File: src/pkg/smwt_pkg.sv
// Shared constants, types and timing decode helpers of the static memory waveform block.
//
// Summary of operation
// - A read lasts the total read count; read holds are total minus setup and pulse.
// - Every read and write timing value is kept per chip select, in master clocks.
// - Zero setup and hold keep read strobe and chip select low across back-to-back reads.
// - With read_ctrl_select high, data is captured where the read strobe rises.
// - With read_ctrl_select low, data is captured where the chip select rises.
// - Only read_ctrl_select picks the controlling read signal; timings are never compared.
// - A write lasts the total write count; write holds are total minus setup and pulse.
// - Chip select uses separate setup, pulse and hold values for writes.
// - In byte-write mode the byte_write_n lines of enabled bytes follow the write strobe waveform; write_enable_n stays high.
// - Zero write setup and hold keep chip select low across consecutive writes to one device, and the write strobe unless write_ctrl_select is high.
// - With write_ctrl_select high, data is driven from strobe setup end to cycle end.
// - With write_ctrl_select low, data is driven from chip-select setup end to cycle end.
// - Setup code is six bits: 128 times bit five plus bits four to zero.
// - Pulse code is seven bits: 256 times bit six plus bits five to zero.
// - Cycle code is nine bits: 256 times bits eight to seven plus bits six to zero.
// - Per chip select, setups, pulses and cycle totals are grouped in three registers.
// - Strobe-controlled write with zero hold keeps address, selects and chip select briefly.
// - One idle cycle is inserted between transfers to different chip selects.
// - During that idle cycle all byte, chip select and read strobe lines are high.
// - Read setup, pulse and hold count address valid, strobe fall, strobe rise, change.
// - In byte-select mode byte_select_n follows the address timing of each access; in byte-write mode it stays high.
// - One wait cycle separates a read from a following write, on top of others.
package smwt_pkg;

   localparam int NUM_CS_DEF = 8;
   localparam int CS_W       = 3;
   localparam int ADDR_W     = 26;
   localparam int DATA_W     = 32;
   localparam int BE_W       = 4;
   localparam int SETUP_W    = 6;
   localparam int PULSE_W    = 7;
   localparam int CYCLE_W    = 9;
   localparam int CNT_W      = 10;

   localparam logic [CNT_W-1:0] SETUP_MSB_WEIGHT = 10'h080;
   localparam logic [CNT_W-1:0] PULSE_MSB_WEIGHT = 10'h100;
   localparam logic [CNT_W-1:0] CYCLE_MSB_WEIGHT = 10'h100;
   localparam logic [CNT_W-1:0] CNT_ZERO         = 10'h000;
   localparam logic [CNT_W-1:0] CNT_ONE          = 10'h001;
   localparam logic [1:0]       CS_CHANGE_WAIT   = 2'h1;
   localparam logic [1:0]       RD_TO_WR_WAIT    = 2'h1;
   localparam logic [1:0]       IDLE_SATURATE    = 2'h2;
   localparam logic [BE_W-1:0]  LANES_INACTIVE   = 4'hF;

   typedef struct packed {
      logic [SETUP_W-1:0] cs_wr_setup;
      logic [SETUP_W-1:0] wr_strobe_setup;
      logic [SETUP_W-1:0] cs_rd_setup;
      logic [SETUP_W-1:0] rd_strobe_setup;
   } smwt_setup_t;

   typedef struct packed {
      logic [PULSE_W-1:0] cs_wr_pulse;
      logic [PULSE_W-1:0] wr_strobe_pulse;
      logic [PULSE_W-1:0] cs_rd_pulse;
      logic [PULSE_W-1:0] rd_strobe_pulse;
   } smwt_pulse_t;

   typedef struct packed {
      logic [CYCLE_W-1:0] wr_total_cycle;
      logic [CYCLE_W-1:0] rd_total_cycle;
   } smwt_cycle_t;

   typedef struct packed {
      logic byte_write_mode;
      logic write_ctrl_select;
      logic read_ctrl_select;
   } smwt_mode_t;

   // One chip select's view of setup_timing_reg, pulse_timing_reg, cycle_timing_reg
   // and chip_mode_config_reg.
   typedef struct packed {
      smwt_mode_t  mode;
      smwt_cycle_t cycle;
      smwt_pulse_t pulse;
      smwt_setup_t setup;
   } smwt_cs_cfg_t;

   typedef struct packed {
      logic [CNT_W-1:0] rd_setup;
      logic [CNT_W-1:0] rd_pulse;
      logic [CNT_W-1:0] rd_hold;
      logic [CNT_W-1:0] cs_rd_setup;
      logic [CNT_W-1:0] cs_rd_pulse;
      logic [CNT_W-1:0] cs_rd_hold;
      logic [CNT_W-1:0] rd_total;
      logic [CNT_W-1:0] wr_setup;
      logic [CNT_W-1:0] wr_pulse;
      logic [CNT_W-1:0] wr_hold;
      logic [CNT_W-1:0] cs_wr_setup;
      logic [CNT_W-1:0] cs_wr_pulse;
      logic [CNT_W-1:0] cs_wr_hold;
      logic [CNT_W-1:0] wr_total;
   } smwt_eff_t;

   typedef struct packed {
      logic              write;
      logic [CS_W-1:0]   cs;
      logic [BE_W-1:0]   be;
      logic [ADDR_W-1:0] addr;
      logic [DATA_W-1:0] wdata;
   } smwt_req_t;

   typedef struct packed {
      logic            cs_n;
      logic            rd_n;
      logic            we_n;
      logic [BE_W-1:0] bw_n;
      logic [BE_W-1:0] bs_n;
      logic            oe;
   } smwt_pins_t;

   function automatic logic [CNT_W-1:0] smwt_setup_eff(input logic [SETUP_W-1:0] code);
      return (code[5] ? SETUP_MSB_WEIGHT : CNT_ZERO) + CNT_W'(code[4:0]);
   endfunction

   function automatic logic [CNT_W-1:0] smwt_pulse_eff(input logic [PULSE_W-1:0] code);
      return (code[6] ? PULSE_MSB_WEIGHT : CNT_ZERO) + CNT_W'(code[5:0]);
   endfunction

   function automatic logic [CNT_W-1:0] smwt_cycle_eff(input logic [CYCLE_W-1:0] code);
      return CNT_W'(CNT_W'(code[8:7]) * CYCLE_MSB_WEIGHT) + CNT_W'(code[6:0]);
   endfunction

endpackage

File: src/core/smwt_timing_decode.sv
// Decoder from one chip select's coded timing fields to effective cycle counts.
`timescale 1ns/1ps
module smwt_timing_decode (
   cfg,
   eff
);
   input  wire smwt_pkg::smwt_cs_cfg_t cfg;
   output smwt_pkg::smwt_eff_t         eff;

   always_comb begin
      eff.rd_setup    = smwt_pkg::smwt_setup_eff(cfg.setup.rd_strobe_setup);
      eff.cs_rd_setup = smwt_pkg::smwt_setup_eff(cfg.setup.cs_rd_setup);
      eff.wr_setup    = smwt_pkg::smwt_setup_eff(cfg.setup.wr_strobe_setup);
      eff.cs_wr_setup = smwt_pkg::smwt_setup_eff(cfg.setup.cs_wr_setup);
      eff.rd_pulse    = smwt_pkg::smwt_pulse_eff(cfg.pulse.rd_strobe_pulse);
      eff.cs_rd_pulse = smwt_pkg::smwt_pulse_eff(cfg.pulse.cs_rd_pulse);
      eff.wr_pulse    = smwt_pkg::smwt_pulse_eff(cfg.pulse.wr_strobe_pulse);
      eff.cs_wr_pulse = smwt_pkg::smwt_pulse_eff(cfg.pulse.cs_wr_pulse);
      eff.rd_total    = smwt_pkg::smwt_cycle_eff(cfg.cycle.rd_total_cycle);
      eff.wr_total    = smwt_pkg::smwt_cycle_eff(cfg.cycle.wr_total_cycle);
      // Holds are never programmed; they fall out of the totals.
      eff.rd_hold     = eff.rd_total - eff.rd_setup - eff.rd_pulse;
      eff.cs_rd_hold  = eff.rd_total - eff.cs_rd_setup - eff.cs_rd_pulse;
      eff.wr_hold     = eff.wr_total - eff.wr_setup - eff.wr_pulse;
      eff.cs_wr_hold  = eff.wr_total - eff.cs_wr_setup - eff.cs_wr_pulse;
   end

endmodule

File: src/core/smwt_core.sv
// Static memory waveform generator: access sequencing, strobe shaping and read capture.
`timescale 1ns/1ps
module smwt_core #(
   parameter int NUM_CS = smwt_pkg::NUM_CS_DEF
) (
   clk,
   rstn,
   cs_cfg,
   req_valid,
   req_ready,
   req,
   resp_done,
   resp_rdata,
   busy,
   addr_out,
   chip_select_n,
   read_strobe_n,
   write_enable_n,
   byte_write_n,
   byte_select_n,
   data_out,
   data_oe,
   data_in
);
   input  wire logic                              clk;
   input  wire logic                              rstn;
   input  wire smwt_pkg::smwt_cs_cfg_t            cs_cfg [NUM_CS];
   input  wire logic                              req_valid;
   output logic                                   req_ready;
   input  wire smwt_pkg::smwt_req_t               req;
   output logic                                   resp_done;
   output logic [smwt_pkg::DATA_W-1:0]            resp_rdata;
   output logic                                   busy;
   output logic [smwt_pkg::ADDR_W-1:0]            addr_out;
   output logic [NUM_CS-1:0]                      chip_select_n;
   output logic                                   read_strobe_n;
   output logic                                   write_enable_n;
   output logic [smwt_pkg::BE_W-1:0]              byte_write_n;
   output logic [smwt_pkg::BE_W-1:0]              byte_select_n;
   output logic [smwt_pkg::DATA_W-1:0]            data_out;
   output logic                                   data_oe;
   input  wire logic [smwt_pkg::DATA_W-1:0]       data_in;

   localparam int CNT_W = smwt_pkg::CNT_W;

   typedef enum logic [1:0] {
      ST_IDLE = 2'b00,
      ST_GAP  = 2'b01,
      ST_ACC  = 2'b10,
      ST_EXT  = 2'b11
   } smwt_state_t;

   if (NUM_CS < 1 || NUM_CS > (1 << smwt_pkg::CS_W)) begin : g_check
      $error("NUM_CS must lie between one and the chip-select field range");
   end

   logic                          rst_meta_reg;
   logic                          rst_sync_reg;
   logic [smwt_pkg::DATA_W-1:0]   din_meta_reg;
   logic [smwt_pkg::DATA_W-1:0]   din_sync_reg;
   smwt_state_t                   state_reg;
   smwt_state_t                   state_next;
   logic [CNT_W-1:0]              cnt_reg;
   logic [CNT_W-1:0]              cnt_next;
   logic [1:0]                    gap_reg;
   logic [1:0]                    gap_next;
   logic [1:0]                    idle_reg;
   logic [1:0]                    idle_next;
   smwt_pkg::smwt_req_t           cur_reg;
   smwt_pkg::smwt_req_t           cur_next;
   smwt_pkg::smwt_eff_t           eff_reg;
   smwt_pkg::smwt_eff_t           eff_next;
   smwt_pkg::smwt_mode_t          mode_reg;
   smwt_pkg::smwt_mode_t          mode_next;
   logic                          had_access_reg;
   smwt_pkg::smwt_eff_t           dec_eff;
   smwt_pkg::smwt_pins_t          pins_next;
   logic                          accept;
   logic                          last;
   logic                          ext_need;
   logic                          finish;
   logic                          capture;
   logic [1:0]                    gap_need;
   logic [CNT_W-1:0]              total_cur;
   logic [CNT_W-1:0]              rd_ctrl_end;

   // Only this copy of the reset reaches the rest of the block.
   always_ff @(posedge clk or negedge rstn) begin
      if (!rstn) begin
         rst_meta_reg <= 1'b0;
         rst_sync_reg <= 1'b0;
      end else begin
         rst_meta_reg <= 1'b1;
         rst_sync_reg <= rst_meta_reg;
      end
   end

   // The data pins come from another device and are resynchronised before use.
   always_ff @(posedge clk or negedge rst_sync_reg) begin
      if (!rst_sync_reg) begin
         din_meta_reg <= '0;
         din_sync_reg <= '0;
      end else begin
         din_meta_reg <= data_in;
         din_sync_reg <= din_meta_reg;
      end
   end

   // Decoding happens once at acceptance so the access runs on frozen counts.
   smwt_timing_decode u_decode (
      .cfg (cs_cfg[req.cs]),
      .eff (dec_eff)
   );

   function automatic logic in_pulse(
      input logic [CNT_W-1:0] cnt,
      input logic [CNT_W-1:0] setup,
      input logic [CNT_W-1:0] pulse
   );
      return (cnt >= setup) && (cnt < setup + pulse);
   endfunction

   function automatic smwt_pkg::smwt_pins_t shape(
      input smwt_state_t          st,
      input logic [CNT_W-1:0]     cnt,
      input smwt_pkg::smwt_req_t  r,
      input smwt_pkg::smwt_eff_t  e,
      input smwt_pkg::smwt_mode_t m
   );
      smwt_pkg::smwt_pins_t p;
      logic                 we_low;
      p.cs_n = 1'b1;
      p.rd_n = 1'b1;
      p.we_n = 1'b1;
      p.bw_n = smwt_pkg::LANES_INACTIVE;
      p.bs_n = smwt_pkg::LANES_INACTIVE;
      p.oe   = 1'b0;
      we_low = 1'b0;
      if (st == ST_ACC || st == ST_EXT) begin
         if (!m.byte_write_mode) begin
            p.bs_n = ~r.be;
         end
         if (!r.write) begin
            p.rd_n = !in_pulse(cnt, e.rd_setup, e.rd_pulse);
            p.cs_n = !in_pulse(cnt, e.cs_rd_setup, e.cs_rd_pulse);
         end else begin
            // The extension cycle keeps chip select where it was and lifts the strobe.
            we_low = (st == ST_ACC) && in_pulse(cnt, e.wr_setup, e.wr_pulse);
            p.cs_n = !in_pulse(cnt, e.cs_wr_setup, e.cs_wr_pulse);
            if (m.write_ctrl_select) begin
               p.oe = (cnt >= e.wr_setup);
            end else begin
               p.oe = (cnt >= e.cs_wr_setup);
            end
            if (m.byte_write_mode) begin
               p.bw_n = ~({smwt_pkg::BE_W{we_low}} & r.be);
            end else begin
               p.we_n = !we_low;
            end
         end
      end
      return p;
   endfunction

   always_comb begin
      total_cur = cur_reg.write ? eff_reg.wr_total : eff_reg.rd_total;
   end

   // A total below one still ends after one cycle, so a bad setting cannot hang the block.
   always_comb begin
      last = (state_reg == ST_ACC) && (cnt_reg + smwt_pkg::CNT_ONE >= total_cur);
   end

   // Zero hold on a strobe-controlled write buys one extra cycle of address and select.
   always_comb begin
      ext_need = last && cur_reg.write && mode_reg.write_ctrl_select
                 && (eff_reg.wr_hold == smwt_pkg::CNT_ZERO);
   end

   always_comb begin
      finish = (last && !ext_need) || (state_reg == ST_EXT);
   end

   always_comb begin
      req_ready = (state_reg == ST_IDLE) || finish;
   end

   always_comb begin
      accept = req_valid && req_ready;
   end

   always_comb begin
      busy = (state_reg != ST_IDLE);
   end

   // Idle cycles already spent on the bus count against the wait cycles still owed.
   always_comb begin
      gap_need = 2'h0;
      if (had_access_reg) begin
         if (req.cs != cur_reg.cs) begin
            gap_need = gap_need + smwt_pkg::CS_CHANGE_WAIT;
         end
         if (!cur_reg.write && req.write) begin
            gap_need = gap_need + smwt_pkg::RD_TO_WR_WAIT;
         end
      end
      if (state_reg == ST_IDLE) begin
         gap_need = (gap_need > idle_reg) ? gap_need - idle_reg : 2'h0;
      end
   end

   always_comb begin
      state_next = state_reg;
      cnt_next   = cnt_reg;
      gap_next   = gap_reg;
      cur_next   = cur_reg;
      eff_next   = eff_reg;
      mode_next  = mode_reg;
      unique case (state_reg)
         ST_IDLE: begin
            state_next = ST_IDLE;
         end
         ST_GAP: begin
            if (gap_reg == 2'h0) begin
               state_next = ST_ACC;
               cnt_next   = smwt_pkg::CNT_ZERO;
            end else begin
               gap_next = gap_reg - 2'h1;
            end
         end
         ST_ACC: begin
            if (ext_need) begin
               state_next = ST_EXT;
            end else if (last) begin
               state_next = ST_IDLE;
            end else begin
               cnt_next = cnt_reg + smwt_pkg::CNT_ONE;
            end
         end
         ST_EXT: begin
            state_next = ST_IDLE;
         end
      endcase
      // Same device, no wait owed: the next access starts on the very next edge.
      if (accept) begin
         cur_next  = req;
         eff_next  = dec_eff;
         mode_next = cs_cfg[req.cs].mode;
         cnt_next  = smwt_pkg::CNT_ZERO;
         if (gap_need == 2'h0) begin
            state_next = ST_ACC;
         end else begin
            state_next = ST_GAP;
            gap_next   = gap_need - 2'h1;
         end
      end
   end

   always_ff @(posedge clk or negedge rst_sync_reg) begin
      if (!rst_sync_reg) begin
         state_reg <= ST_IDLE;
         cnt_reg   <= smwt_pkg::CNT_ZERO;
         gap_reg   <= 2'h0;
      end else begin
         state_reg <= state_next;
         cnt_reg   <= cnt_next;
         gap_reg   <= gap_next;
      end
   end

   // Request fields are copied at acceptance and stay put while the access runs.
   always_ff @(posedge clk or negedge rst_sync_reg) begin
      if (!rst_sync_reg) begin
         cur_reg        <= '0;
         eff_reg        <= '0;
         mode_reg       <= '0;
         had_access_reg <= 1'b0;
      end else begin
         cur_reg  <= cur_next;
         eff_reg  <= eff_next;
         mode_reg <= mode_next;
         if (accept) begin
            had_access_reg <= 1'b1;
         end
      end
   end

   always_comb begin
      idle_next = idle_reg;
      if (state_next != ST_IDLE) begin
         idle_next = 2'h0;
      end else if (idle_reg != smwt_pkg::IDLE_SATURATE) begin
         idle_next = idle_reg + 2'h1;
      end
   end

   always_ff @(posedge clk or negedge rst_sync_reg) begin
      if (!rst_sync_reg) begin
         idle_reg <= 2'h0;
      end else begin
         idle_reg <= idle_next;
      end
   end

   // Pins are registered from the next state, so each pin edge lines up with its count.
   always_comb begin
      pins_next = shape(state_next, cnt_next, cur_next, eff_next, mode_next);
   end

   always_ff @(posedge clk or negedge rst_sync_reg) begin
      if (!rst_sync_reg) begin
         chip_select_n  <= '1;
         read_strobe_n  <= 1'b1;
         write_enable_n <= 1'b1;
         byte_write_n   <= smwt_pkg::LANES_INACTIVE;
         byte_select_n  <= smwt_pkg::LANES_INACTIVE;
         data_oe        <= 1'b0;
      end else begin
         for (int i = 0; i < NUM_CS; i++) begin
            chip_select_n[i] <= pins_next.cs_n || (cur_next.cs != smwt_pkg::CS_W'(i));
         end
         read_strobe_n  <= pins_next.rd_n;
         write_enable_n <= pins_next.we_n;
         byte_write_n   <= pins_next.bw_n;
         byte_select_n  <= pins_next.bs_n;
         data_oe        <= pins_next.oe;
      end
   end

   // Address and data keep their last value between accesses to save toggling.
   always_ff @(posedge clk or negedge rst_sync_reg) begin
      if (!rst_sync_reg) begin
         addr_out <= '0;
         data_out <= '0;
      end else if (state_next == ST_ACC) begin
         addr_out <= cur_next.addr;
         data_out <= cur_next.wdata;
      end
   end

   // The mode bit alone picks the controlling signal; the two waveforms are not compared.
   always_comb begin
      if (mode_reg.read_ctrl_select) begin
         rd_ctrl_end = eff_reg.rd_setup + eff_reg.rd_pulse - smwt_pkg::CNT_ONE;
      end else begin
         rd_ctrl_end = eff_reg.cs_rd_setup + eff_reg.cs_rd_pulse - smwt_pkg::CNT_ONE;
      end
   end

   // The edge that ends this cycle is the one that raises the controlling pin.
   always_comb begin
      capture = (state_reg == ST_ACC) && !cur_reg.write && (cnt_reg == rd_ctrl_end);
   end

   always_ff @(posedge clk or negedge rst_sync_reg) begin
      if (!rst_sync_reg) begin
         resp_rdata <= '0;
      end else if (capture) begin
         resp_rdata <= din_sync_reg;
      end
   end

   always_ff @(posedge clk or negedge rst_sync_reg) begin
      if (!rst_sync_reg) begin
         resp_done <= 1'b0;
      end else begin
         resp_done <= finish;
      end
   end

endmodule

File: config.mk
export PLATFORM = sky130hd
export DESIGN_NAME = smwt_core
export DESIGN_NICKNAME = d
export VERILOG_FILES = /design/src/pkg/smwt_pkg.sv /design/src/core/smwt_timing_decode.sv /design/src/core/smwt_core.sv
export SDC_FILE = /design/constraint.sdc
export NUM_CORES = 1
export LEC_CHECK = 0
export ABC_AREA = 0
export BUFFER_PORTS_ARGS = -buffer_cell sky130_fd_sc_hd__buf_2
export CAP_MARGIN = 20
export CORE_AREA = 2 2 311 313
export DETAILED_ROUTE_END_ITERATION = 8
export DIE_AREA = 0 0 313 315
export GPL_TIMING_DRIVEN = 0
export SLEW_MARGIN = 20
export SYNTH_ARGS = -nofsm -noshare
export SYNTH_HDL_FRONTEND = slang
export SYNTH_SLANG_ARGS = --single-unit
File: constraint.sdc
create_clock -name clk -period 24.6 [get_ports clk]
set_clock_uncertainty 0.1 [all_clocks]
set_input_delay 1.23 -clock clk [delete_from_list [all_inputs] [get_ports clk]]
set_output_delay 1.23 -clock clk [all_outputs]
set_load 0.05 [all_outputs]
* Word-level counts from Yosys, hierarchy flattened *
Index checks and enable logic that the tools add are counted.

cells by class
  $lt $le $gt $ge = 11
  bitwise logic cells = 4
  muxes and demuxes = 48
  add/subtract/negate cells = 32
  equal/unequal tests = 15
  reduce and logical (&&, ||, !) cells = 40

operator list
  operator                                             count
  binary-select mux 73 bit (select 3 bit)              1
  2-to-1 mux 73 bit                                    2
  2-to-1 mux 140 bit                                   1
  subtractor 10 bit                                    8
  2-to-1 mux 66 bit                                    1
  adder 10 bit                                         6
  2-to-1 mux 10 bit                                    6
  greater-or-equal comparator 10 bit                   5
  adder 10 x 5 -> 10 bit                               4
  adder 10 x 6 -> 10 bit                               4
  less-than comparator 10 bit                          4
  2-to-1 mux 9 bit                                     4
  2-to-1 mux 2 bit                                     16
  2-to-1 mux 8 bit                                     4
  adder 10 x 7 -> 10 bit                               2
  case mux 10 bit (2 select lines)                     1
  subtractor 10 x 1 -> 10 bit (second input constant)  2
  logical AND 1 bit                                    14
  2-to-1 mux 12 bit                                    1
  inequality test 3 bit (second input constant)        4
  logical OR 1 bit                                     11
  adder 10 x 1 -> 10 bit (second input constant)       1
  equality test 10 bit                                 1
  logical NOT 10 bit                                   1
  other kinds (24)                                     46

word-level totals
  output and inout port bits = 112
  register bits = 402
  word-level logic and storage cells = 191

* Longest topological paths before layout *
Gate-level depths: netlist of run 1.

  word-level depth = 22
  depth in mapped cells = 35

* By module *
A second synthesis of run 1 with hierarchy kept.

second synthesis, totals
  cell total of the unflattened synthesis = 2489
  area, all modules = 25958.6 µm²

modules (own cells, without submodules)
  module              area an instance (µm²)  sequential area each (µm²)  instances  cells an instance
  smwt_core           22902.0                 9331.4                      1          2086
  smwt_timing_decode  3056.7                  0.0                         1          403

* Worst setup path after synthesis of run 1 *
OpenSTA, ideal clock, no wires.

  kind = input -> register
  start point = in req[63] in the netlist's numbering
  end point = reg chip_select_n[0]
  setup time = 0.103 ns
  data required time = 24.397 ns
  arrival = 6.160 ns
  stages on the path = 25
  slack = 18.237 ns
  buffers on the path = 5
  path through = buf_2 > buf_2 > buf_1 > buf_1 > clkbuf_1 > mux4_2 > nand2_1 > nand2_1 > a21o_1 > ha_1 > a21o_1 > a21oi_1 > o21bai_1 > a21oi_1 > o21bai_1 > a21oi_1 > xor2_1 > ha_1 > nand2_1 > nor2_1 > a2111oi_0 > o21ai_0 > a311o_1 > o32ai_4 > nand4_1

RTL lines
  element                         line              text
  start: declaration              smwt_core.sv:30   input wire smwt_pkg::smwt_req_t req;
  end signal: indexed assignment  smwt_core.sv:320  chip_select_n[i] <= pins_next.cs_n || (cur_next.cs != smwt_pkg::CS_W'(i));
  end: declaration                smwt_core.sv:35   output logic [NUM_CS-1:0] chip_select_n;

==> summary.md, run 1 <==
| Metric | Value |
|---|---|
| Port Buffers | `794` |
| Max FO, Critical Path | `10` |
| Unrepaired setup endpoints after global routing | `no` |
| Async S/R FF share, synth | `100%` |
| Hold WS | `186 ps` |
| DRC Markers | `0` |
| I/O pins | `797` |
| Proportion of synthesized chip area in sequential cells | `39.9%` |
| Synthesis warning total | `0` |
| Outcome | `completed` |
| Final number of max-transition violations | `0` |
| CP peak stage delay | `850 ps` |
| Detailed-routing iteration count for the pre-antenna-repair pass | `5` |
| Wire length of the first global-routing pass | `151000 um` |
| Fraction of power spent switching nets | `44.7%` |
| Internal power component | `1.99 mW` |
| Peak supply drop | `0.0575 mV` |
| Hold buffers post-CTS | `0` |
| Syn Inst Count | `2170` |
| Post-synthesis average cell area | `10.7 um^2` |
| Number of H-tree branching levels | `2` |
| Number of standard-cell rows in the floorplan | `114` |
| Reg-to-reg critical path endpoint | `chip_select_n[1]$_DFF_PN1_` |
| DPL Wire Length | `91900 um` |
| Maximum number of pins on one net before global-route repair | `52` |
| Count of buffers added by post-CTS timing repair for setup | `0` |
| Effective utilization at floorplan | `24.3%` |
| Final worst-path setup slack | `15290 ps` |
| Comb pwr share | `55.0%` |
| Area of the die | `98600 um^2` |
| Crit path depth | `31` |
| Initial antenna violation count | `78` |
| Maximum number of buffers from clock root to sink | `3` |
| Post-layout nets | `3891` |
| Via density | `4.84` |
| Count of clock tree sinks | `370` |
| Number of vias after detailed routing | `21200` |
| Max Cap Viol | `0` |
| Final GP Congestion | `0.984` |
| First element of the critical path | `cur_reg[65]$_DFF_PN0_` |
| Die extent in y | `315 um` |
| Required time reported for the critical path endpoint | `24990 ps` |
| Crit-path most repeated cell | `sky130_fd_sc_hd__a21oi_1` |
| Resize count post-CTS | `0` |
| Relative max-transition margin | `20.7%` |
| Power density cells | `117 nW/um^2` |
| Clock-pin slew on the worst setup and hold paths | `60 ps` |
| Final period utilization | `37.9%` |
| Most common library cell in the layout ignoring fill and taps | `sky130_fd_sc_hd__buf_2` |
| Total Power Consumption | `3.60 mW` |
| CTS tree | `done` |
| Remaining antenna violation count | `0` |
| Placeable Area | `95700 um^2` |
| Final count of hold timing violations | `0` |
| Area growth from synthesis to layout | `32.3%` |
| Internal reg-to-reg setup slack | `15290 ps` |
| Highest clock frequency the design can meet | `107 MHz` |
| Crit path capture | `chip_select_n[1]$_DFF_PN1_` |
| Data arrival time of the worst path | `9710 ps` |
| Number of flip-flops and latches in the synthesized netlist | `370` |
| Flip-flop count of the largest register after layout | `108` |
| Worst Setup Path Type | `flip-flop to flip-flop` |
| Total GRT Usage | `21.5%` |
| Final total negative setup slack | `0 ps` |
| Total CTS buffers | `46` |
| Post-synth EDFFs | `0` |
| Clock root buffer | `sky130_fd_sc_hd__clkbuf_16` |
| Slowest cell on crit path | `sky130_fd_sc_hd__clkbuf_1` |
| Reg2reg start | `cur_reg[65]$_DFF_PN0_` |
| Crit-path leading delay family | `compound AO/OA/AOI/OAI gates` |
| Total global routing overflow | `0` |
| Static leakage | `15.4 nW` |
| Drt first-iter violations | `1720` |
| Most used flip-flop cell after synthesis | `sky130_fd_sc_hd__dfrtp_1` |
| Path depth of the worst reg2reg path | `31` |
| Actual transition at the worst max-transition pin | `1190 ps` |
| Count of distinct cell types in the synthesized netlist | `91` |
| Via count of the first global-routing pass | `21100` |
| Sequential Power Share | `24.8%` |
| Clk pwr share | `20.2%` |
| Average wire length per cell after detail routing | `25.0 um` |
| Class of the tightest hold or removal check | `flip-flop to asynchronous set/reset pin` |
| Worst setup EP type | `flip-flop` |
| Die Width | `313 um` |
| Crit start category | `flip-flop` |
| Commonest cells after routing, fill and taps aside | `sky130_fd_sc_hd__buf_2, sky130_fd_sc_hd__nand2_1, sky130_fd_sc_hd__dfrtp_1` |
| Layout cell share with drive strength beyond 1 | `39.9%` |
| Final Critical Period | `9310 ps` |
| Final design utilization | `32.2%` |
| Synthesized cell area | `23300 um^2` |
| WP buf/inv | `6` |
| Pre-CTS WS | `15410 ps` |
| Post-Syn Nets | `3040` |
| Detailed Route WL | `109000 um` |
| Latest clock arrival within the worst-skew pair | `610 ps` |
| Filler instances | `9925` |
| Sw Pwr | `1.61 mW` |
| Final setup violating endpoints | `0` |
## layer usage
layer | track usage, % | share of wire, % | wire length [um] | up-vias
met3 | 4.86 | 7.4 | 8090 | 261
met5 | 0 | 0.092 | 101 | -
met1 | 25.1 | 38 | 41400 | 10500
li1 | - | - | - | 9455
met4 | 13.1 | 5.8 | 6310 | 16
met2 | 35.8 | 49 | 53500 | 955
## cell families after synthesis
family,share of synthesized area (%)
muxes,20.3
DFF,39.9
adders and majority gates,10.5
and+or+nand+nor,12.7
buffers and inverters,4.90
xor gates and xnor gates,2.86
AOI/OAI and AO/OA,8.95
other,0.0161
## cells in the mapped netlist (16+ instances only)
master / count / area share (%)
sky130_fd_sc_hd__nor3_1: 21 / 0.45
sky130_fd_sc_hd__nand2b_1: 17 / 0.46
sky130_fd_sc_hd__nand3_1: 36 / 0.77
sky130_fd_sc_hd__ha_1: 173 / 9.3
sky130_fd_sc_hd__o21ai_0: 54 / 1.2
sky130_fd_sc_hd__mux4_2: 148 / 14
sky130_fd_sc_hd__mux2_2: 97 / 4.7
sky130_fd_sc_hd__nand2_1: 413 / 6.7
sky130_fd_sc_hd__dfstp_2: 18 / 2.0
sky130_fd_sc_hd__xor2_1: 27 / 1.0
sky130_fd_sc_hd__mux2i_1: 29 / 1.2
sky130_fd_sc_hd__buf_1: 23 / 0.37
sky130_fd_sc_hd__buf_2: 34 / 0.73
sky130_fd_sc_hd__xnor2_1: 49 / 1.8
sky130_fd_sc_hd__nor2_1: 120 / 1.9
sky130_fd_sc_hd__nand4_1: 16 / 0.43
sky130_fd_sc_hd__inv_1: 152 / 2.5
sky130_fd_sc_hd__a21oi_1: 71 / 1.5
sky130_fd_sc_hd__clkbuf_1: 42 / 0.68
sky130_fd_sc_hd__dfrtp_1: 352 / 38
sky130_fd_sc_hd__a21o_1: 42 / 1.4
sky130_fd_sc_hd__a31oi_1: 49 / 1.3
## stage by stage
| stage | cells | instance area (um^2) |
|---|---|---|
| 3_3_place_gp | 4240 | 28800 |
| 5_1_grt | 4360 | 30800 |
| 4_1_cts | 4330 | 30700 |
| 2_1_floorplan | 2170 | 23300 |
| 6_report | 4376 | 30800 |
| 3_5_place_dp | 4249 | 29100 |
## power by group through the flow
stage	Clock (mW)	Sequential [mW]	Combinational [mW]
floorplan	0	1.08	1.20
finish	0.727	0.893	1.98
global placement	0	0.910	1.92
global route	0.769	0.912	2.16
detailed placement	0	0.902	1.97
CTS	0.748	0.893	1.98
## how the worst min path moves through the flow
stage                                       endpoint  slack, ps  cells past startpoint
after floorplan            din_sync_reg[0]$_DFF_PN0_        230                      0
after global placement    din_sync_reg[12]$_DFF_PN0_        230                      0
after detailed placement       cur_reg[20]$_DFF_PN0_        200                      0
after CTS                      cur_reg[17]$_DFF_PN0_        200                      0
after global routing        data_out[20]$_DFFE_PN0N_        230                      0
final                          cur_reg[17]$_DFF_PN0_        190                      0
## layout make-up
type / instances / area, um^2 / area share, %
multi-input combinational: 1534 / 12900 / 41.8
clock buffer: 60 / 1270 / 4.14
antenna: 46 / 115 / 0.374
tap: 1276 / 1600 / 5.18
clock inverter: 21 / 334 / 1.08
sequential: 370 / 9290 / 30.2
inverter: 153 / 574 / 1.87
buffer: 113 / 566 / 1.84
timing repair buffer: 803 / 4180 / 13.6
Power figures use the tool's default switching activity.
==> run 2, diff against run 1 <==
clock period = 9.43 ns   (was 24.6 ns; I/O delays follow)
==> run 2 against run 1 <==
- combinational power grew to 2.6 times the previous value
- non-clock buffer count increased by 93
- cell count grew 2.1%
- critical endpoint unchanged
- count of clock-buffer cells in the layout is 5 higher
- sequential share of layout area is 0.83 points lower
- total power rose to 2.6 times the previous value
- clock power increased to 2.6 times the previous value
- routed wire length down 0.18%
- setup slack got worse by 15000 ps
- highest routed layer unchanged
- die area stayed put
==> summary.md, run 2 (synthesized netlist as in run 1, its figures left out) <==
| Metric | Value |
|---|---|
| Total GRT Usage | `21.5% (+0.053 points)` |
| Count of clock tree sinks | `370 (unchanged)` |
| Class of the tightest hold or removal check | `primary input to flip-flop` |
| Pre-CTS WS | `208 ps (-15200 ps)` |
| Area growth from synthesis to layout | `36.1%` |
| Final count of hold timing violations | `0 (unchanged)` |
| Max FO, Critical Path | `10 (unchanged)` |
| Maximum number of pins on one net before global-route repair | `56 (+7.7%)` |
| Placeable Area | `95700 um^2 (unchanged)` |
| Count of buffers added by post-CTS timing repair for setup | `0 (unchanged)` |
| Outcome | `completed` |
| Final Critical Period | `8670 ps (-649 ps)` |
| Detailed Route WL | `109000 um (-0.18%)` |
| I/O pins | `797 (unchanged)` |
| DRC Markers | `0 (unchanged)` |
| Worst min-delay path startpoint | `req[58]` |
| Peak supply drop | `0.171 mV (+200%)` |
| Maximum number of buffers from clock root to sink | `3 (unchanged)` |
| Crit-path most repeated cell | `sky130_fd_sc_hd__a21oi_1` |
| Highest clock frequency the design can meet | `115 MHz (+7.5%)` |
| Worst Setup Path Type | `flip-flop to flip-flop` |
| First element of the critical path | `cnt_reg[0]$_DFF_PN0_` |
| Data arrival time of the worst path | `9060 ps (-650 ps)` |
| Via count of the first global-routing pass | `21800 (+3.0%)` |
| Remaining antenna violation count | `0 (unchanged)` |
| Post-route cell area | `31700 um^2 (+2.8%)` |
| Crit start category | `flip-flop` |
| Clock-pin slew on the worst setup and hold paths | `60 ps (about the same)` |
| Post-layout nets | `3984 (+2.4%)` |
| Detailed-routing iteration count for the pre-antenna-repair pass | `5 (unchanged)` |
| Commonest cells after routing, fill and taps aside | `sky130_fd_sc_hd__buf_2, sky130_fd_sc_hd__nand2_1, sky130_fd_sc_hd__dfrtp_1` |
| Area of combinational cells with multiple inputs | `12900 um^2 (unchanged)` |
| Die Width | `313 um (unchanged)` |
| Total global routing overflow | `0 (unchanged)` |
| Actual transition at the worst max-transition pin | `1170 ps (-11.5 ps)` |
| Final period utilization | `91.9% (+54 points)` |
| Most common library cell in the layout ignoring fill and taps | `sky130_fd_sc_hd__buf_2` |
| Max Cap Viol | `0 (unchanged)` |
| Total CTS buffers | `46 (unchanged)` |
| Number of H-tree branching levels | `2 (unchanged)` |
| Relative max-transition margin | `21.5% (+0.77 points)` |
| Reg2reg start | `cnt_reg[0]$_DFF_PN0_` |
| Via density | `4.82 (-0.39%)` |
| Area of the die | `98600 um^2 (unchanged)` |
| Area after detailed placement | `29100 um^2 (about the same)` |
| Hold WS | `59.3 ps (-126 ps)` |
| Effective utilization at floorplan | `24.3% (unchanged)` |
| Power density cells | `296 nW/um^2 (+150%)` |
| Wire length of the first global-routing pass | `153000 um (+1.1%)` |
| Port Buffers | `794 (unchanged)` |
| Unrepaired setup endpoints after global routing | `no` |
| DPL Wire Length | `91000 um (-0.97%)` |
| CP peak stage delay | `790 ps (-60 ps)` |
| Die extent in y | `315 um (unchanged)` |
| Number of vias after detailed routing | `21500 (+1.7%)` |
| Final total negative setup slack | `0 ps (unchanged)` |
| Layout cell share with drive strength beyond 1 | `38.7% (-1.2 points)` |
| Latest clock arrival within the worst-skew pair | `620 ps (about the same)` |
| Min-Delay Path Depth | `2` |
| Initial antenna violation count | `68 (-13%)` |
| Number of standard-cell rows in the floorplan | `114 (unchanged)` |
| Slowest cell on crit path | `sky130_fd_sc_hd__buf_1` |
| Final GP Congestion | `0.958 (-2.7%)` |
| Average wire length per cell after detail routing | `24.5 um (-2.2%)` |
| Final number of max-transition violations | `0 (unchanged)` |
| Reg area | `9290 um^2 (unchanged)` |
| Final design utilization | `33.1% (+0.91 points)` |
| Clock root buffer | `sky130_fd_sc_hd__clkbuf_16` |
| Flip-flop count of the largest register after layout | `108 (unchanged)` |
| Filler instances | `9958 (+0.33%)` |
| Worst setup EP type | `flip-flop` |
| Static leakage | `15.7 nW (+2.4%)` |
| Path depth of the worst reg2reg path | `28 (-9.7%)` |
| Final worst-path setup slack | `765 ps (-14520 ps)` |
| Drt first-iter violations | `1654 (-3.8%)` |
| Required time reported for the critical path endpoint | `9820 ps (-15170 ps)` |
| CTS tree | `done` |
| Final setup violating endpoints | `0 (unchanged)` |
[run 2: cell count changes in the layout (fill, tap and decap cells not counted), moves of 2 or more]
| cell | before | now |
|---|---|---|
| sky130_fd_sc_hd__buf_12 | 3 | 5 |
| sky130_fd_sc_hd__buf_16 | 5 | 3 |
| sky130_fd_sc_hd__buf_6 | 3 | 5 |
| sky130_fd_sc_hd__clkbuf_1 | 50 | 55 |
| sky130_fd_sc_hd__diode_2 | 46 | 39 |
| sky130_fd_sc_hd__dlygate4sd3_1 | 0 | 92 |
[run 2: final cells by class]
type / instances / share of cell area (%)
multi-input combinational: 1534 / 40.6
sequential: 370 / 29.3
timing repair buffer: 897 / 16.1
tap: 1276 / 5.04
clock buffer: 65 / 3.99
inverter: 153 / 1.81
buffer: 112 / 1.78
clock inverter: 20 / 0.972
antenna: 39 / 0.308
[run 2: through the flow]
| stage | std cells | power, mW |
|---|---|---|
| after floorplan | 2170 | 5.93 |
| after global placement | 4240 | 7.37 |
| after detailed placement | 4250 | 7.45 |
| after CTS | 4427 | 9.41 |
| after global routing | 4455 | 10.0 |
| final | 4466 | 9.36 |
[run 2: worst paths after layout]
check                                              to  slack [ps]
hold reg to reg               data_out[4]$_DFFE_PN0N_         210
setup / recovery           chip_select_n[1]$_DFF_PN1_         760
hold / removal                  cur_reg[58]$_DFF_PN0_          60
setup reg to reg           chip_select_n[1]$_DFF_PN1_         760
max in group asynchronous   din_meta_reg[5]$_DFF_PN0_        7360
min in group asynchronous      rst_sync_reg$_DFF_PN0_          80
[run 2: metal layers]
| metal | vias to the layer above | track usage [%] | wire length [um] |
|---|---|---|---|
| met5 | - | 0 | 144 |
| met4 | 24 | 12.7 | 6650 |
| met3 | 246 | 4.75 | 7430 |
| met2 | 939 | 35.8 | 52600 |
| met1 | 10700 | 25.5 | 42400 |
| li1 | 9627 | - | - |
[run 2: power by group]
group	switching (mW)	total, mW	internal (mW)
Combinational	3.19	5.17	1.98
Clock	0.758	1.87	1.11
Sequential	0.234	2.33	2.09
[run 2: critical path: cells and delay by family (launching register included)]
| kind | cells | cell delay (ps) |
|---|---|---|
| XOR/XNOR | 2 | 370 |
| adder cells (fa/ha/maj) | 4 | 1420 |
| AND/OR/NAND/NOR | 5 | 750 |
| AO/OA/AOI/OAI | 13 | 3560 |
| flip-flops | 1 | 600 |
| buffers and inverters | 4 | 1710 |
[run 2: repair_timing]
action | in CTS | in global routing
setup endpoints to repair | 0 | 8
resized for setup | 0 | 3
hold buffers | 92 | 0
endpoints found under the hold margin | 93 | 0
==> run 3, diff against run 2 <==
==> constraint.sdc (replaced) <==
create_clock -name clk -period 9.43 [get_ports clk]
set_clock_uncertainty 0.1 [all_clocks]
set_input_delay 1.4145 -clock clk [delete_from_list [all_inputs] [get_ports clk]]
set_output_delay 1.4145 -clock clk [all_outputs]
set_load 0.05 [all_outputs]
==> run 3 against run 2 <==
- sequential power about the same
- die area did not move
- design area down 2.9%
- total power is 0.43% lower
- combinational power decreased by 0.8%
- first-iteration DRC count shrank 8.5%
- global-route usage fell by 0.18 points
- setup slack gained 38 ps
- register-to-register slack improved by 40 ps
- largest cell class unchanged
- largest power group unchanged
==> summary.md, run 3 (synthesized netlist as in run 1, its figures left out) <==
| Metric | Value |
|---|---|
| Highest clock frequency the design can meet | `116 MHz (+0.44%)` |
| Total Power Consumption | `9.32 mW (-0.43%)` |
| Worst Setup Path Type | `flip-flop to flip-flop` |
| WP buf/inv | `4 (unchanged)` |
| Final period utilization | `91.5% (-0.40 points)` |
| Class of the tightest hold or removal check | `flip-flop to asynchronous set/reset pin` |
| Total global routing overflow | `0 (unchanged)` |
| Die Width | `313 um (unchanged)` |
| Maximum number of pins on one net before global-route repair | `56 (unchanged)` |
| Final GP Congestion | `0.958 (unchanged)` |
| Remaining antenna violation count | `0 (unchanged)` |
| Max Cap Viol | `0 (unchanged)` |
| Number of vias after detailed routing | `21200 (-1.5%)` |
| Count of non-filler cells in the finished layout | `4378 (-2.0%)` |
| Area growth from synthesis to layout | `32.1%` |
| Latest clock arrival within the worst-skew pair | `620 ps (about the same)` |
| Final Critical Period | `8630 ps (-38.0 ps)` |
| Outcome | `completed` |
| Area of the die | `98600 um^2 (unchanged)` |
| Most common library cell in the layout ignoring fill and taps | `sky130_fd_sc_hd__buf_2` |
| Hold WS | `206 ps (+147 ps)` |
| Drt first-iter violations | `1513 (-8.5%)` |
| Final number of max-transition violations | `0 (unchanged)` |
| Average wire length per cell after detail routing | `24.7 um (+0.99%)` |
| Flip-flop count of the largest register after layout | `108 (unchanged)` |
| Crit-path leading delay family | `compound AO/OA/AOI/OAI gates` |
| DPL Wire Length | `91000 um (unchanged)` |
| Layout cell share with drive strength beyond 1 | `39.9% (+1.1 points)` |
| Total CTS buffers | `46 (unchanged)` |
| Total GRT Usage | `21.3% (-0.18 points)` |
| Pre-CTS WS | `208 ps (unchanged)` |
| Unrepaired setup endpoints after global routing | `no` |
| Final count of hold timing violations | `0 (unchanged)` |
| Final design utilization | `32.1% (-0.96 points)` |
| Clock-pin slew on the worst setup and hold paths | `60 ps (about the same)` |
| Actual transition at the worst max-transition pin | `1230 ps (+53.5 ps)` |
| Placed cell count | `4250 (unchanged)` |
| Number of standard-cell rows in the floorplan | `114 (unchanged)` |
| Die extent in y | `315 um (unchanged)` |
| CP peak stage delay | `790 ps (about the same)` |
| Final total negative setup slack | `0 ps (unchanged)` |
| Worst setup EP type | `flip-flop` |
| Final setup violating endpoints | `0 (unchanged)` |
| Wire length of the first global-routing pass | `151000 um (-1.2%)` |
| Commonest cells after routing, fill and taps aside | `sky130_fd_sc_hd__buf_2, sky130_fd_sc_hd__nand2_1, sky130_fd_sc_hd__dfrtp_1` |
| Detailed Route WL | `108000 um (-1.0%)` |
| Data arrival time of the worst path | `9020 ps (-40 ps)` |
| Post-layout nets | `3891 (-2.3%)` |
| DRC Markers | `0 (unchanged)` |
| Post-route cell area | `30700 um^2 (-2.9%)` |
| Required time reported for the critical path endpoint | `9820 ps (about the same)` |
| Maximum number of buffers from clock root to sink | `3 (unchanged)` |
| Slowest cell on crit path | `sky130_fd_sc_hd__buf_1` |
| Power density cells | `303 nW/um^2 (+2.5%)` |
| Crit start category | `flip-flop` |
| Relative max-transition margin | `17.9% (-3.6 points)` |
| Crit-path most repeated cell | `sky130_fd_sc_hd__a21oi_1` |
| Via density | `4.85 (+0.46%)` |
| Area after detailed placement | `29100 um^2 (unchanged)` |
| Max FO, Critical Path | `10 (unchanged)` |
| Detailed-routing iteration count for the pre-antenna-repair pass | `5 (unchanged)` |
| I/O pins | `797 (unchanged)` |
| Number of H-tree branching levels | `2 (unchanged)` |
| Clock root buffer | `sky130_fd_sc_hd__clkbuf_16` |
| Static leakage | `15.3 nW (-2.5%)` |
| Effective utilization at floorplan | `24.3% (unchanged)` |
| Final worst-path setup slack | `803 ps (+38.0 ps)` |
| Placeable Area | `95700 um^2 (unchanged)` |
| Peak supply drop | `0.171 mV (+0.34%)` |
| Initial antenna violation count | `72 (+5.9%)` |
| Via count of the first global-routing pass | `21200 (-2.5%)` |
| Port Buffers | `794 (unchanged)` |
| CTS tree | `done` |
| Count of buffers added by post-CTS timing repair for setup | `0 (unchanged)` |
| Count of clock tree sinks | `370 (unchanged)` |
==> run 3: cell type report <==
cell class                      count  area (um^2)
Inverter                          153          574
Antenna cell                       44          110
Buffer                            112          563
Fill cell                       10100        65000
Timing Repair Buffer              804         4180
Tap cell                         1276         1600
Clock inverter                     20          308
Sequential cell                   370         9290
Multi-Input combinational cell   1534        12900
Clock buffer                       65         1260
==> run 3: where the power goes <==
group	switching (mW)	leakage (nW)	internal, mW
Sequential	0.232	4.55	2.09
Clock	0.755	0.754	1.11
Combinational	3.18	10.0	1.95
Total	4.17	15.3	5.15
==> run 3: final timing paths <==
kind / startpoint / to / slack [ps] / cells after the start
min: rst_sync_reg$_DFF_PN0_ / data_out[4]$_DFFE_PN0N_ / 210 / 0
max: cnt_reg[0]$_DFF_PN0_ / chip_select_n[1]$_DFF_PN1_ / 800 / 28
max in group asynchronous: rst_sync_reg$_DFF_PN0_ / din_meta_reg[5]$_DFF_PN0_ / 7350 / 4
max reg2reg: cnt_reg[0]$_DFF_PN0_ / chip_select_n[1]$_DFF_PN1_ / 800 / 28
min reg2reg: rst_sync_reg$_DFF_PN0_ / data_out[4]$_DFFE_PN0N_ / 210 / 0
min in group clk: din_meta_reg[14]$_DFF_PN0_ / din_sync_reg[14]$_DFF_PN0_ / 250 / 0
==> run 3: timing repair <==
action	CTS	global route
hold buffers	0	0
gates resized for setup	0	3
endpoints found under the setup margin	0	8
==> run 3: metal layers <==
layer  part of all wire, %  global-route usage (%)
met1                    39                    25.2
met2                    48                    35.7
met3                   7.1                    5.02
met4                   5.9                    11.9
met5                  0.12                       0
